==> config.mk <==
export PLATFORM = sky130hd
export DESIGN_NAME = bpgc_top
export DESIGN_NICKNAME = d
export VERILOG_FILES = /design/src/design/bpgc_pkg.sv /design/src/design/bpgc_prbs_if.sv /design/src/design/bpgc_prbs.sv /design/src/design/bpgc_top.sv
export VERILOG_INCLUDE_DIRS = /design/src /design/src/design
export SDC_FILE = /design/constraint.sdc
export NUM_CORES = 1
export LEC_CHECK = 0
export BUFFER_PORTS_ARGS = -buffer_cell sky130_fd_sc_hd__buf_4
export CAP_MARGIN = 0
export CELL_PAD_IN_SITES_DETAIL_PLACEMENT = 2
export CELL_PAD_IN_SITES_GLOBAL_PLACEMENT = 2
export CORE_AREA = 10 10 171 173
export CTS_CLUSTER_DIAMETER = 200
export DETAILED_ROUTE_END_ITERATION = 7
export DIE_AREA = 0 0 181 183
export PLACE_DENSITY = 0.82
export SLEW_MARGIN = 15
export SYNTH_ARGS = -nofsm -noshare
export SYNTH_HDL_FRONTEND = slang
export SYNTH_SLANG_ARGS = --single-unit
==> constraint.sdc <==
create_clock -name sys_clk_i -period 7.8 [get_ports sys_clk_i]
set_clock_uncertainty 0.15 [all_clocks]
set_input_delay 0.78 -clock sys_clk_i [delete_from_list [all_inputs] [get_ports sys_clk_i]]
set_output_delay 0.78 -clock sys_clk_i [all_outputs]
set_load 0.01 [all_outputs]
==> src/design/bpgc_consts.svh <==
// Purpose: Shared constants of the pattern generator and checker.
// Assumes: Included by its bare name from every design file that needs it.
// Notes: Timing figures are given in their own unit and converted where used.
`ifndef BPGC_CONSTS_SVH
`define BPGC_CONSTS_SVH

// System clock rate in hertz and the error report interval in seconds.
`define BPGC_CLK_HZ 20000000
`define BPGC_SEC_TIME_S 1
// Error counter width and the width of the port selector.
`define BPGC_CNT_W 32
`define BPGC_PORT_W 3
// Pseudo-random register length and its nonzero start value.
`define BPGC_SR_W 23
`define BPGC_PRBS_SEED 23'h7fffff
// Tap positions of the short and the long sequence.
`define BPGC_TAP15_A 14
`define BPGC_TAP15_B 13
`define BPGC_TAP23_A 22
`define BPGC_TAP23_B 17
// Sync detector: error-free run to lock, window length and error limit to drop lock.
`define BPGC_RUN_W 8
`define BPGC_LOCK_RUN 8'h20
`define BPGC_LOSS_WIN 8'h40
`define BPGC_LOSS_ERRS 8'h10

`endif

==> src/design/bpgc_pkg.sv <==
// Purpose: Types of the pattern generator and checker.
// Assumes: Constants come from bpgc_consts.svh.
// Notes: Used only through scoped names.
`default_nettype none
package bpgc_pkg;

   // Selectable test sequences.
   typedef enum logic [1:0] {PAT_ZEROS, PAT_ONES, PAT_PRBS15, PAT_PRBS23} bpgc_pat_e;

   // Detector lock state.
   typedef enum logic {SYNC_HUNT, SYNC_LOCKED} bpgc_sync_e;

endpackage : bpgc_pkg

`default_nettype wire

==> src/design/bpgc_prbs_if.sv <==
// Purpose: Control and result of one pseudo-random register.
// Assumes: One user and one register core per instance.
// Notes: The clock and reset travel as plain ports.
`timescale 1ns/1ps
`default_nettype none

interface bpgc_prbs_if;
   logic step;
   logic restart;
   logic seed_en;
   logic seed_bit;
   logic poly_long;
   logic fb_bit;

   modport core (input step, input restart, input seed_en, input seed_bit, input poly_long, output fb_bit);
   modport user (output step, output restart, output seed_en, output seed_bit, output poly_long, input fb_bit);
endinterface : bpgc_prbs_if

`default_nettype wire

==> src/design/bpgc_prbs.sv <==
// Purpose: Shift register that produces either pseudo-random sequence.
// Assumes: step is a one-cycle strobe per bit.
// Notes: With seed_en set the register takes the given bit instead of its feedback.
`timescale 1ns/1ps
`default_nettype none
`include "bpgc_consts.svh"

module bpgc_prbs (
   input wire logic sys_clk_i,   // System clock.
   input wire logic sys_rst_i,   // Asynchronous reset, active high.
   bpgc_prbs_if.core p           // Register control and feedback bit.
);

   logic [`BPGC_SR_W-1:0] sr_reg;
   logic fb;
   logic in_bit;

   // Feedback of the selected polynomial, which is also the next sequence bit.
   assign fb = p.poly_long ? (sr_reg[`BPGC_TAP23_A] ^ sr_reg[`BPGC_TAP23_B])
                           : (sr_reg[`BPGC_TAP15_A] ^ sr_reg[`BPGC_TAP15_B]);
   assign in_bit = p.seed_en ? p.seed_bit : fb;
   assign p.fb_bit = fb;

   // The register restarts from a nonzero value so it never sticks at zero.
   always_ff @(posedge sys_clk_i or posedge sys_rst_i)
   begin
      if (sys_rst_i)
         sr_reg <= `BPGC_PRBS_SEED;
      else if (p.restart)
         sr_reg <= `BPGC_PRBS_SEED;
      else if (p.step)
         sr_reg <= {sr_reg[`BPGC_SR_W-2:0], in_bit};
   end
endmodule : bpgc_prbs

`default_nettype wire

==> src/design/bpgc_top.sv <==
// Purpose: Bit error rate test engine: pattern generator, sync detector and error counters.
// Assumes: Transmit and receive bit strobes and data come from line logic on sys_clk_i.
// Notes: Pattern and invert are taken when a test starts and hold for the whole test.
`timescale 1ns/1ps
`default_nettype none
`include "bpgc_consts.svh"

module bpgc_top #(
   parameter int unsigned SEC_CYCLES = `BPGC_SEC_TIME_S * `BPGC_CLK_HZ, // Cycles per one second.
   parameter int unsigned CNT_W = `BPGC_CNT_W,                          // Error counter width.
   parameter int unsigned PORT_W = `BPGC_PORT_W                         // Port selector width.
) (
   input wire logic sys_clk_i,                 // System clock, 20 MHz.
   input wire logic sys_rst_i,                 // Asynchronous reset, active high.
   input wire logic tx_bit_en_i,               // Transmit bit strobe.
   input wire logic host_data_i,               // Host bit to send outside a test.
   input wire logic rx_valid_i,                // Receive bit strobe.
   input wire logic rx_data_i,                 // Received line bit.
   input wire logic start_i,                   // Start a test, one-cycle pulse.
   input wire logic stop_i,                    // End the running test, one-cycle pulse.
   input wire logic [PORT_W-1:0] port_sel_i,   // Port for the test to start.
   input wire logic dir_sel_i,                 // Direction for the test to start.
   input wire bpgc_pkg::bpgc_pat_e pattern_i,  // Sequence for the test to start.
   input wire logic invert_i,                  // Invert setting for the test to start.
   input wire logic insert_err_i,              // Insert one error, pulse.
   input wire logic clear_i,                   // Clear error counts, pulse.
   input wire logic reset_all_i,               // Stop all tests and clear, pulse.
   output logic tx_data_o,                     // Outgoing line bit.
   output logic tx_valid_o,                    // Outgoing bit strobe.
   output logic active_o,                      // A test is running.
   output logic [PORT_W-1:0] port_o,           // Port of the latest test.
   output logic dir_o,                         // Direction of the latest test.
   output logic sync_o,                        // Detector locked.
   output logic [CNT_W-1:0] err_total_o,       // Errors since reset or clear.
   output logic [CNT_W-1:0] err_sec_o          // Errors in the last second.
);

   localparam int unsigned SEC_W = $clog2(SEC_CYCLES + 1);
   bpgc_prbs_if gen_if();
   bpgc_prbs_if chk_if();
   logic active_reg, active_next;
   logic [PORT_W-1:0] port_reg;
   logic dir_reg;
   bpgc_pkg::bpgc_pat_e pat_reg;
   logic inv_reg;
   logic tx_data_reg, tx_valid_reg;
   logic ins_pend_reg, ins_pend_next;
   bpgc_pkg::bpgc_sync_e sync_reg, sync_next;
   logic locked_reg;
   logic [`BPGC_RUN_W-1:0] run_reg, run_next;
   logic [`BPGC_RUN_W-1:0] win_reg, win_next;
   logic [`BPGC_RUN_W-1:0] ecnt_reg, ecnt_next;
   logic [CNT_W-1:0] total_reg, sec_reg, acc_reg;
   logic [SEC_W-1:0] div_reg;
   logic tick_reg;
   // Pattern bit for a sequence, given the register feedback.
   function automatic logic pat_bit(input bpgc_pkg::bpgc_pat_e p, input logic fb);
      case (p)
         bpgc_pkg::PAT_ZEROS: pat_bit = 1'b0;
         bpgc_pkg::PAT_ONES: pat_bit = 1'b1;
         default: pat_bit = fb;
      endcase
   endfunction : pat_bit
   // Counter step that stops at the top instead of wrapping.
   function automatic logic [CNT_W-1:0] sat_inc(input logic [CNT_W-1:0] v, input logic inc);
      sat_inc = (inc && (v != {CNT_W{1'b1}})) ? v + {{(CNT_W-1){1'b0}}, 1'b1} : v;
   endfunction : sat_inc
   // Command decode; a start is refused while a test runs.
   wire start_ok = start_i && !active_reg && !reset_all_i;
   wire clr = clear_i || reset_all_i;
   wire is_prbs = (pat_reg == bpgc_pkg::PAT_PRBS15) || (pat_reg == bpgc_pkg::PAT_PRBS23);
   wire tx_step = active_reg && tx_bit_en_i;
   wire rx_step = active_reg && rx_valid_i;
   wire locked = (sync_reg == bpgc_pkg::SYNC_LOCKED);
   // Test state: started once, ended by stop or reset-all.
   assign active_next = start_ok ? 1'b1 : ((stop_i || reset_all_i) ? 1'b0 : active_reg);
   always_ff @(posedge sys_clk_i or posedge sys_rst_i)
   begin
      if (sys_rst_i)
      begin
         active_reg <= 1'b0;
         port_reg <= '0;
         dir_reg <= 1'b0;
         pat_reg <= bpgc_pkg::PAT_ZEROS;
         inv_reg <= 1'b0;
      end
      else
      begin
         active_reg <= active_next;
         if (start_ok)
         begin
            port_reg <= port_sel_i;
            dir_reg <= dir_sel_i;
            pat_reg <= pattern_i;
            inv_reg <= invert_i;
         end
      end
   end
   // Generator register hookup.
   assign gen_if.step = tx_step;
   assign gen_if.restart = start_ok;
   assign gen_if.seed_en = 1'b0;
   assign gen_if.seed_bit = 1'b0;
   assign gen_if.poly_long = (pat_reg == bpgc_pkg::PAT_PRBS23);
   bpgc_prbs u_gen (
      .sys_clk_i(sys_clk_i),
      .sys_rst_i(sys_rst_i),
      .p(gen_if)
   );
   // Outgoing bit: pattern, optionally inverted, with one pending error folded in.
   wire tx_bit = pat_bit(pat_reg, gen_if.fb_bit) ^ inv_reg ^ ins_pend_reg;
   // A new request in the cycle its predecessor is used stays pending.
   assign ins_pend_next = (ins_pend_reg && !tx_step) || (insert_err_i && active_reg) ;
   always_ff @(posedge sys_clk_i or posedge sys_rst_i)
   begin
      if (sys_rst_i)
      begin
         tx_data_reg <= 1'b0;
         tx_valid_reg <= 1'b0;
         ins_pend_reg <= 1'b0;
      end
      else
      begin
         tx_valid_reg <= tx_bit_en_i;
         ins_pend_reg <= ins_pend_next && active_next;
         if (tx_bit_en_i)
            tx_data_reg <= active_reg ? tx_bit : host_data_i;
      end
   end
   // Checker register: loads received bits while hunting, runs free once locked.
   wire rx_bit = rx_data_i ^ inv_reg;
   assign chk_if.step = rx_step;
   assign chk_if.restart = start_ok;
   assign chk_if.seed_en = !locked;
   assign chk_if.seed_bit = rx_bit;
   assign chk_if.poly_long = (pat_reg == bpgc_pkg::PAT_PRBS23);
   bpgc_prbs u_chk (
      .sys_clk_i(sys_clk_i),
      .sys_rst_i(sys_rst_i),
      .p(chk_if)
   );
   // Each received bit against its expected bit; constant patterns need no seeding.
   wire exp_bit = pat_bit(pat_reg, chk_if.fb_bit);
   wire bit_err = rx_step && (rx_bit != exp_bit);
   wire bit_ok = rx_step && !bit_err;
   wire cnt_err = bit_err && locked;
   wire win_end = (win_reg == `BPGC_LOSS_WIN - 8'h01);
   // Lock hunt and loss of lock over a window of received bits.
   always_comb
   begin
      sync_next = sync_reg;
      run_next = run_reg;
      win_next = win_reg;
      ecnt_next = ecnt_reg;
      case (sync_reg)
         bpgc_pkg::SYNC_HUNT:
         begin
            win_next = '0;
            ecnt_next = '0;
            if (bit_err)
               run_next = '0;
            else if (bit_ok)
            begin
               run_next = run_reg + 8'h01;
               if (run_reg == `BPGC_LOCK_RUN - 8'h01)
               begin
                  sync_next = bpgc_pkg::SYNC_LOCKED;
                  run_next = '0;
               end
            end
         end
         bpgc_pkg::SYNC_LOCKED:
         begin
            if (rx_step)
            begin
               win_next = win_end ? '0 : win_reg + 8'h01;
               ecnt_next = win_end ? '0 : ecnt_reg + {7'h00, bit_err};
               if (bit_err && (ecnt_reg == `BPGC_LOSS_ERRS - 8'h01))
                  sync_next = bpgc_pkg::SYNC_HUNT;
            end
         end
         default: sync_next = bpgc_pkg::SYNC_HUNT;
      endcase
      if (!active_reg || start_ok)
         sync_next = bpgc_pkg::SYNC_HUNT;
   end
   // Detector state and its lock flag, which drives the sync output.
   always_ff @(posedge sys_clk_i or posedge sys_rst_i)
   begin
      if (sys_rst_i)
      begin
         sync_reg <= bpgc_pkg::SYNC_HUNT;
         locked_reg <= 1'b0;
         run_reg <= '0;
         win_reg <= '0;
         ecnt_reg <= '0;
      end
      else
      begin
         sync_reg <= sync_next;
         locked_reg <= (sync_next == bpgc_pkg::SYNC_LOCKED);
         run_reg <= run_next;
         win_reg <= win_next;
         ecnt_reg <= ecnt_next;
      end
   end
   // One-second tick from the system clock.
   always_ff @(posedge sys_clk_i or posedge sys_rst_i)
   begin
      if (sys_rst_i)
      begin
         div_reg <= '0;
         tick_reg <= 1'b0;
      end
      else
      begin
         tick_reg <= (div_reg == SEC_W'(SEC_CYCLES - 1));
         div_reg <= (div_reg == SEC_W'(SEC_CYCLES - 1)) ? '0 : div_reg + {{(SEC_W-1){1'b0}}, 1'b1};
      end
   end
   // Error counters; an error in the clearing cycle is kept as the first count.
   always_ff @(posedge sys_clk_i or posedge sys_rst_i)
   begin
      if (sys_rst_i)
      begin
         total_reg <= '0;
         acc_reg <= '0;
         sec_reg <= '0;
      end
      else if (clr)
      begin
         total_reg <= {{(CNT_W-1){1'b0}}, cnt_err};
         acc_reg <= {{(CNT_W-1){1'b0}}, cnt_err};
         sec_reg <= '0;
      end
      else
      begin
         total_reg <= sat_inc(total_reg, cnt_err);
         if (tick_reg)
         begin
            sec_reg <= sat_inc(acc_reg, cnt_err);
            acc_reg <= '0;
         end
         else
            acc_reg <= sat_inc(acc_reg, cnt_err);
      end
   end
   // Outputs straight from flip-flops.
   assign tx_data_o = tx_data_reg;
   assign tx_valid_o = tx_valid_reg;
   assign active_o = active_reg;
   assign port_o = port_reg;
   assign dir_o = dir_reg;
   assign sync_o = locked_reg;
   assign err_total_o = total_reg;
   assign err_sec_o = sec_reg;
endmodule : bpgc_top
`default_nettype wire

==> results of run 1 <==
[routing by layer]
layer | vias to the layer above | routed length, µm | global-route usage, %
met5 | - | 0 | 0
met4 | 0 | 517 | 4.13
met3 | 35 | 1120 | 3.31
met2 | 99 | 14100 | 29.2
met1 | 4073 | 12000 | 20.8
li1 | 3600 | - | -
[power by group through the flow]
stage / logic (µW) / clock network [µW] / registers (µW)
floorplan: 143 / 0 / 1200
global placement: 196 / 0 / 1210
detailed placement: 207 / 0 / 1210
CTS: 212 / 1170 / 1200
global route: 234 / 1210 / 1210
finish: 206 / 1130 / 1200
[critical path, stage by stage, from the launching register on]
cell	delay (ns)
dfrtp_1	0.40
ha_1	0.21
nand3_1	0.20
nor4_1	0.58
and3_1	0.97
nor4_2	0.13
xnor2_1	0.34
a21oi_1	0.11
[cells in the final DEF, fill, tap and decap left out, drive strengths merged, types with 5 or more instances in the layout]
cell    synthesis  routed
nand4          39      39
dfstp          46      46
nor3           22      22
nor4           28      28
and2            9       9
nor2b           6       6
or3             6       6
dfrtp         158     158
clkinv          0       5
nand3          97      97
ha              7       7
inv             9       9
o31ai           6       6
xnor2          51      51
clkbuf         40      36
and3           21      21
a21oi          38      38
and4            5       5
nor2           96      96
nand2         147     147
o21ai          66      66
xor2           38      38
buf            13      97
mux2            8       8
[area by class of cell]
| type | instances | area (µm²) | area share [%] |
|---|---|---|---|
| Clock buffer | 36 | 738 | 6.49 |
| Clock inverter | 6 | 55.1 | 0.484 |
| Inverter | 9 | 41.3 | 0.363 |
| Multi-Input combinational cell | 731 | 4230 | 37.2 |
| Sequential cell | 204 | 5160 | 45.4 |
| Tap cell | 335 | 419 | 3.69 |
| Timing Repair Buffer | 97 | 728 | 6.40 |
[stage by stage]
stage / setup WS, ns / std cells / instance area (µm²) / util (%)
after floorplan: 1.38 / 997 / 9630 / -
after global placement: 4.44 / 1376 / 10600 / 41.1
after detailed placement: 4.34 / 1376 / 10600 / 41.1
after CTS: 4.53 / 1418 / 11400 / 44.1
after global routing: 4.24 / 1418 / 11400 / 44.1
final: 4.56 / 1418 / 11400 / 44.1
[worst max path at each step]
stage	startpoint	endpoint	cells past startpoint
5_1_grt	acc_reg[0]	err_sec_o[17]	7
2_1_floorplan	sys_rst_i	acc_reg[0]	1
6_report	acc_reg[0]	err_sec_o[23]	7
3_3_place_gp	rx_data_i	ecnt_reg[7]	12
3_5_place_dp	rx_data_i	ecnt_reg[7]	12
4_1_cts	acc_reg[0]	err_sec_o[23]	7
[kinds of logic after synthesis]
family,count (synthesis)
buffers and inverters,62
muxes,12
AOI/OAI and AO/OA,128
xor gates and xnor gates,89
adders and majority gates,7
and+or+nand+nor,495
DFF,204
==> metrics, run 1 <==
status=completed; largest area contributor in the netlist=dfrtp_1; total track usage=16.7%; CTS Sinks=204; Synth top area share=41.0%; area of the core=0.0258 mm²; most frequent cell after synthesis=dfrtp_1; Post-CTS Resized=0; number of antenna violations at the first check in global routing=0; number of core rows=59; setup tns final=0 ns; DIE AREA=0.0331 mm²; Hold Slack=0.245 ns; Clock Power Share=44.7%; count of different cell masters after synthesis=56; top cells by count, synth=dfrtp_1 (158), nand2_1 (147), nand3_1 (97); Die Y=183 µm; Net Count, Synth=1022; WP data required=8.02 ns; crit-path max FO=20; slew margin rel.=23.4%; Hold Violations, Final=0; Hold Crit Endpoint=tx_valid_o; Initial DRT Pass Iterations=4; Post-Syn Instances=997; DR WL/cell=19.6 µm; GPL Wtd Cong=0.772; # H-tree levels=1; post-DP HPWL=17.9 mm; Post-Syn Area=0.00963 mm²; async set-reset flop share out of synthesis=100%; die width=181 µm; Internal=1910 µW; post-route ant nets=0; worst-skew pair later-pin latency=0.52 ns; Via Count=7807; main combinational cell family by area after synthesis=simple AND/OR/NAND/NOR gates; # port buffers=89; Avg Inst Size Synth=9.66 µm²; Root Buffer=clkbuf_16; Tcrit/Tclk final=41.6%; critical path type=register to register; r2r startpoint=acc_reg[0]; first-pass GRT wire length=47.0 mm; flops & latches, synth=204; # hold bufs at CTS=0; Adder-Cell Fraction of Synth Area=0.909%; setup bufs post-CTS=0; Tot Pwr=2540 µW; antenna fix cells=0; I/O pins=90; Post-synth EDFFs=0; Fillers=2748; CTS Buf Count=24; Least-Margin Pin Slew=1.15 ns; logic gate share of total power=8.1%; Slew Limit Fails=0; Cells on Worst Hold Path=1; hold path start=tx_bit_en_i; CP startpoint kind=register; register area share after synthesis=53.6%; largest net degree at the start of global routing=144; hold crit path type=primary input to register; clk buf depth=3; Simple-Gate Fraction of Synth Area=25.9%; layout cells sized above 1=19.9%; Worst Reg-to-Reg Cells=7; reg2reg setup slack=4.56 ns; Sw Ratio=24.7%; mux contribution to synthesized area=1.35%; total of max-cap violations=0; Worst-path clk slew=0.06 ns; Switch Pwr=628 µW; RSZ-0062 raised after global routing=false; Detailed Route Iter0 Violations=444; Via density=5.51; CTS tree=built; Synth Area in XOR/XNOR=8.09%; min cycle time layout=3.24 ns; grt total ovfl=0; reg2reg end=err_sec_o[23]; Total Wirelength=27.8 mm; vias in the first global route=8675; Final setup viols=0; sequential share of power=47.2%; Post-layout nets=1092; DRC=0; Leakage=0.00487 µW; Worst EP arrival=3.46 ns; synth warn=0; initial core utilization=37.4%; dominant synthesized flop cell=dfrtp_1; share of the synthesized area in compound gates (AO/OA/AOI/OAI)=7.46%; Area growth syn-to-layout=18.1%; Highest Clock Rate=308 MHz; total power per unit cell area=223 mW/mm²; maximum VDD drop=185 µV; CP Capture Type=register; top area cells in the synthesized netlist=dfrtp_1 (41%), dfstp_2 (13%), nand2_1 (5.7%)
No activity file was read; power rests on OpenSTA's default activity.
==> run 2: changes to the inputs <==
- ABC_AREA: unset -> 1
- CORE_AREA: 10 10 171 173 -> 10 10 185 187
- DIE_AREA: 0 0 181 183 -> 0 0 195 197
- PLACE_DENSITY: 0.82 -> 0.84
- clock period: 7.8 -> 3 ns (I/O delays scaled with it)
==> run 2 against run 1 <==
Wire length is 39% higher. Hold slack worse by 0.12 ns. Final area is 15% higher. Worst setup slack worse by 4.4 ns. Largest cell class unchanged. Highest routed layer unchanged.
==> metrics, run 2 <==
status=completed; number of core rows=64 (+8.5%); antenna fix cells=0 (unchanged); Switch Pwr=1850 µW (+190%); layout cells sized above 1=15.5% (-4.5 points); logic gate share of total power=9.7% (+1.6 points); Die Y=197 µm (+7.7%); Post-Syn Instances=1416 (+42%); Worst-path clk slew=0.07 ns (about the same); Worst EP arrival=3.13 ns (-0.33 ns); first-pass GRT wire length=63.5 mm (+35%); DIE AREA=0.0384 mm² (+16%); most frequent cell after synthesis=nand2_1; Final setup viols=0 (unchanged); maximum VDD drop=387 µV (+110%); area of the core=0.0304 mm² (+18%); CTS Buf Count=26 (+8.3%); vias in the first global route=11600 (+34%); count of different cell masters after synthesis=44 (-21%); Slew Limit Fails=0 (unchanged); # port buffers=89 (unchanged); Fillers=3503 (+27%); dominant synthesized flop cell=dfrtp_1; crit-path max FO=28 (+40%); Inst Count DP=1874 (+36%); worst-skew pair later-pin latency=0.55 ns (+0.03 ns); Area growth syn-to-layout=19.7%; Leakage=0.00623 µW (+28%); sequential share of power=45.3% (-1.9 points); I/O pins=90 (unchanged); largest area contributor in the netlist=dfrtp_1; RSZ-0062 raised after global routing=false; Detailed Route Iter0 Violations=540 (+22%); Via Count=10200 (+31%); post-route ant nets=0 (unchanged); Least-Margin Pin Slew=0.795 ns (-0.353 ns); post-DP HPWL=25.7 mm (+43%); async set-reset flop share out of synthesis=100% (unchanged); pre-CTS WS=0.0933 ns (-4.25 ns); CP Capture Type=register; critical path type=register to register; die width=195 µm (+7.7%); DR WL/cell=20.0 µm (+2.2%); total power per unit cell area=531 mW/mm² (+140%); top cells by count, synth=nand2_1 (420), nor2_1 (168), dfrtp_1 (158); Post-layout nets=1544 (+41%); PnR worst setup slack=0.196 ns (-4.36 ns); CTS tree=built; Via density=5.27 (-4.3%); Internal=5080 µW (+170%); total track usage=19.7% (+3.0 points); Post-Syn Area=0.0109 mm² (+13%); commonest non-fill, non-tap cell in the layout=nand2_1; Highest Clock Rate=357 MHz (+16%); hold crit path type=primary input to register; DRC=0 (unchanged); Sw Ratio=26.7% (+1.9 points); clk buf depth=3 (unchanged); top area cells in the synthesized netlist=dfrtp_1 (36%), nand2_1 (14%), dfstp_2 (11%); setup bufs post-CTS=0 (unchanged); number of antenna violations at the first check in global routing=1 (+1); Hold Violations, Final=0 (unchanged); total of max-cap violations=0 (unchanged); Post-synth EDFFs=0 (unchanged); Tot Pwr=6930 µW (+170%); register area share after synthesis=47.4% (-6.2 points); synth warn=0 (unchanged); CTS Sinks=204 (unchanged); Synth top area share=36.3% (-4.8 points); largest net degree at the start of global routing=111 (-23%); Clock Power Share=45.0% (+0.3 points); most frequent cells in the layout=nand2_1 (419), nor2_1 (165), dfrtp_1 (158); footprint of the multi-input gates=0.00495 mm² (+17%); WP data required=3.33 ns (-4.69 ns); # H-tree levels=1 (unchanged); CP startpoint kind=register; Total Wirelength=38.7 mm (+39%); slew margin rel.=46.8% (+23 points); Net Count, Synth=1441 (+41%); Root Buffer=clkbuf_16; Initial DRT Pass Iterations=4 (unchanged); flops & latches, synth=204 (unchanged); Register Area=0.00516 mm² (about the same); min cycle time layout=2.80 ns (-0.441 ns); final std cells w/o fill=1935 (+36%); initial core utilization=35.8% (-1.6 points); Avg Inst Size Synth=7.69 µm² (-20%); grt total ovfl=0 (unchanged); Tcrit/Tclk final=93.5% (+52 points); GPL Wtd Cong=0.848 (+9.8%); Hold Slack=0.127 ns (-0.119 ns)
## run 2: cell count changes after synthesis, sizes merged, moves of 37 or more
| cell | delta |
|---|---|
| nor2 | +77 |
| nand2 | +276 |
| inv | +149 |
| nand3 | +37 |
| o211ai | +43 |
| xnor2 | -41 |
## run 2: stage by stage
stage | instance area (µm²) | TNS, ns | utilization, %
2_1_floorplan | 10900 | -8.96 | -
3_3_place_gp | 12000 | 0 | 39.6
3_5_place_dp | 12000 | 0 | 39.6
4_1_cts | 13000 | 0 | 42.8
5_1_grt | 13000 | 0 | 42.9
6_report | 13000 | 0 | 42.9
## run 2: repair_timing
action / 4_1_cts / 5_1_grt
endpoints found under the setup margin: 0 / 30
endpoints found under the hold margin: 169 / 0
hold buffers: 13 / 0
gates resized for setup: 0 / 5
## run 2: power groups by stage
stage / Combinational, µW / Clock, µW / Sequential (µW)
6_report: 673 / 3120 / 3140
5_1_grt: 752 / 3310 / 3160
3_5_place_dp: 624 / 0 / 3160
3_3_place_gp: 573 / 0 / 3150
2_1_floorplan: 411 / 0 / 3130
4_1_cts: 652 / 3170 / 3120
## run 2: layer usage
| layer | global-route usage, % | vias to the layer above | routed length [µm] |
|---|---|---|---|
| li1 | - | 4765 | - |
| met1 | 24.9 | 5233 | 16900 |
| met3 | 2.53 | 55 | 1210 |
| met2 | 35.2 | 137 | 19700 |
| met4 | 4.24 | 0 | 814 |
| met5 | 0 | - | 0 |
## run 2: worst max-delay path, cell delays in order, from the launching register on
cell,delay (ns)
dfrtp_1,0.46
nand2_2,0.16
clkinv_1,0.08
nand3_1,0.13
nand3_2,0.12
nand2_1,0.10
nand2_1,0.12
nand3_2,0.14
nor2_4,0.43
nand2_4,0.29
nand2_8,0.29
nand2_1,0.14
nand2_1,0.10
## run 2: layout make-up
class	count	share of cell area [%]
well taps	396	3.80
clock inverters	7	0.317
flip-flops and latches	204	39.6
multi-input cells	1006	38.0
clock buffers	41	6.20
inverters	159	4.60
repair buffers	122	7.56
## run 2: final timing paths
| check | end | cells after the start | start | slack, ns |
|---|---|---|---|---|
| max | err_total_o[21] | 12 | pat_reg[1] | 0.20 |
| min | u_chk.sr_reg[0] | 4 | rx_data_i | 0.13 |
| max reg2reg | err_total_o[21] | 12 | pat_reg[1] | 0.20 |
| min reg2reg | err_sec_o[26] | 2 | err_sec_o[26] | 0.33 |
| max in group asynchronous | err_sec_o[9] | 4 | sys_rst_i | 1.81 |
| min in group asynchronous | div_reg[6] | 4 | sys_rst_i | 0.35 |
## run 2: logic make-up (layout without fill, tap and decap cells)
| logic type | count (synthesis) | in the layout | share of synthesized area (%) |
|---|---|---|---|
| buf+inv | 206 | 329 | 7.41 |
| flops | 204 | 204 | 47.4 |
| simple gates | 833 | 833 | 32.7 |
| fa+ha+maj | 7 | 7 | 0.804 |
| xor+xnor | 61 | 61 | 4.90 |
| mux | 6 | 6 | 0.620 |
| compound gates | 99 | 99 | 6.13 |
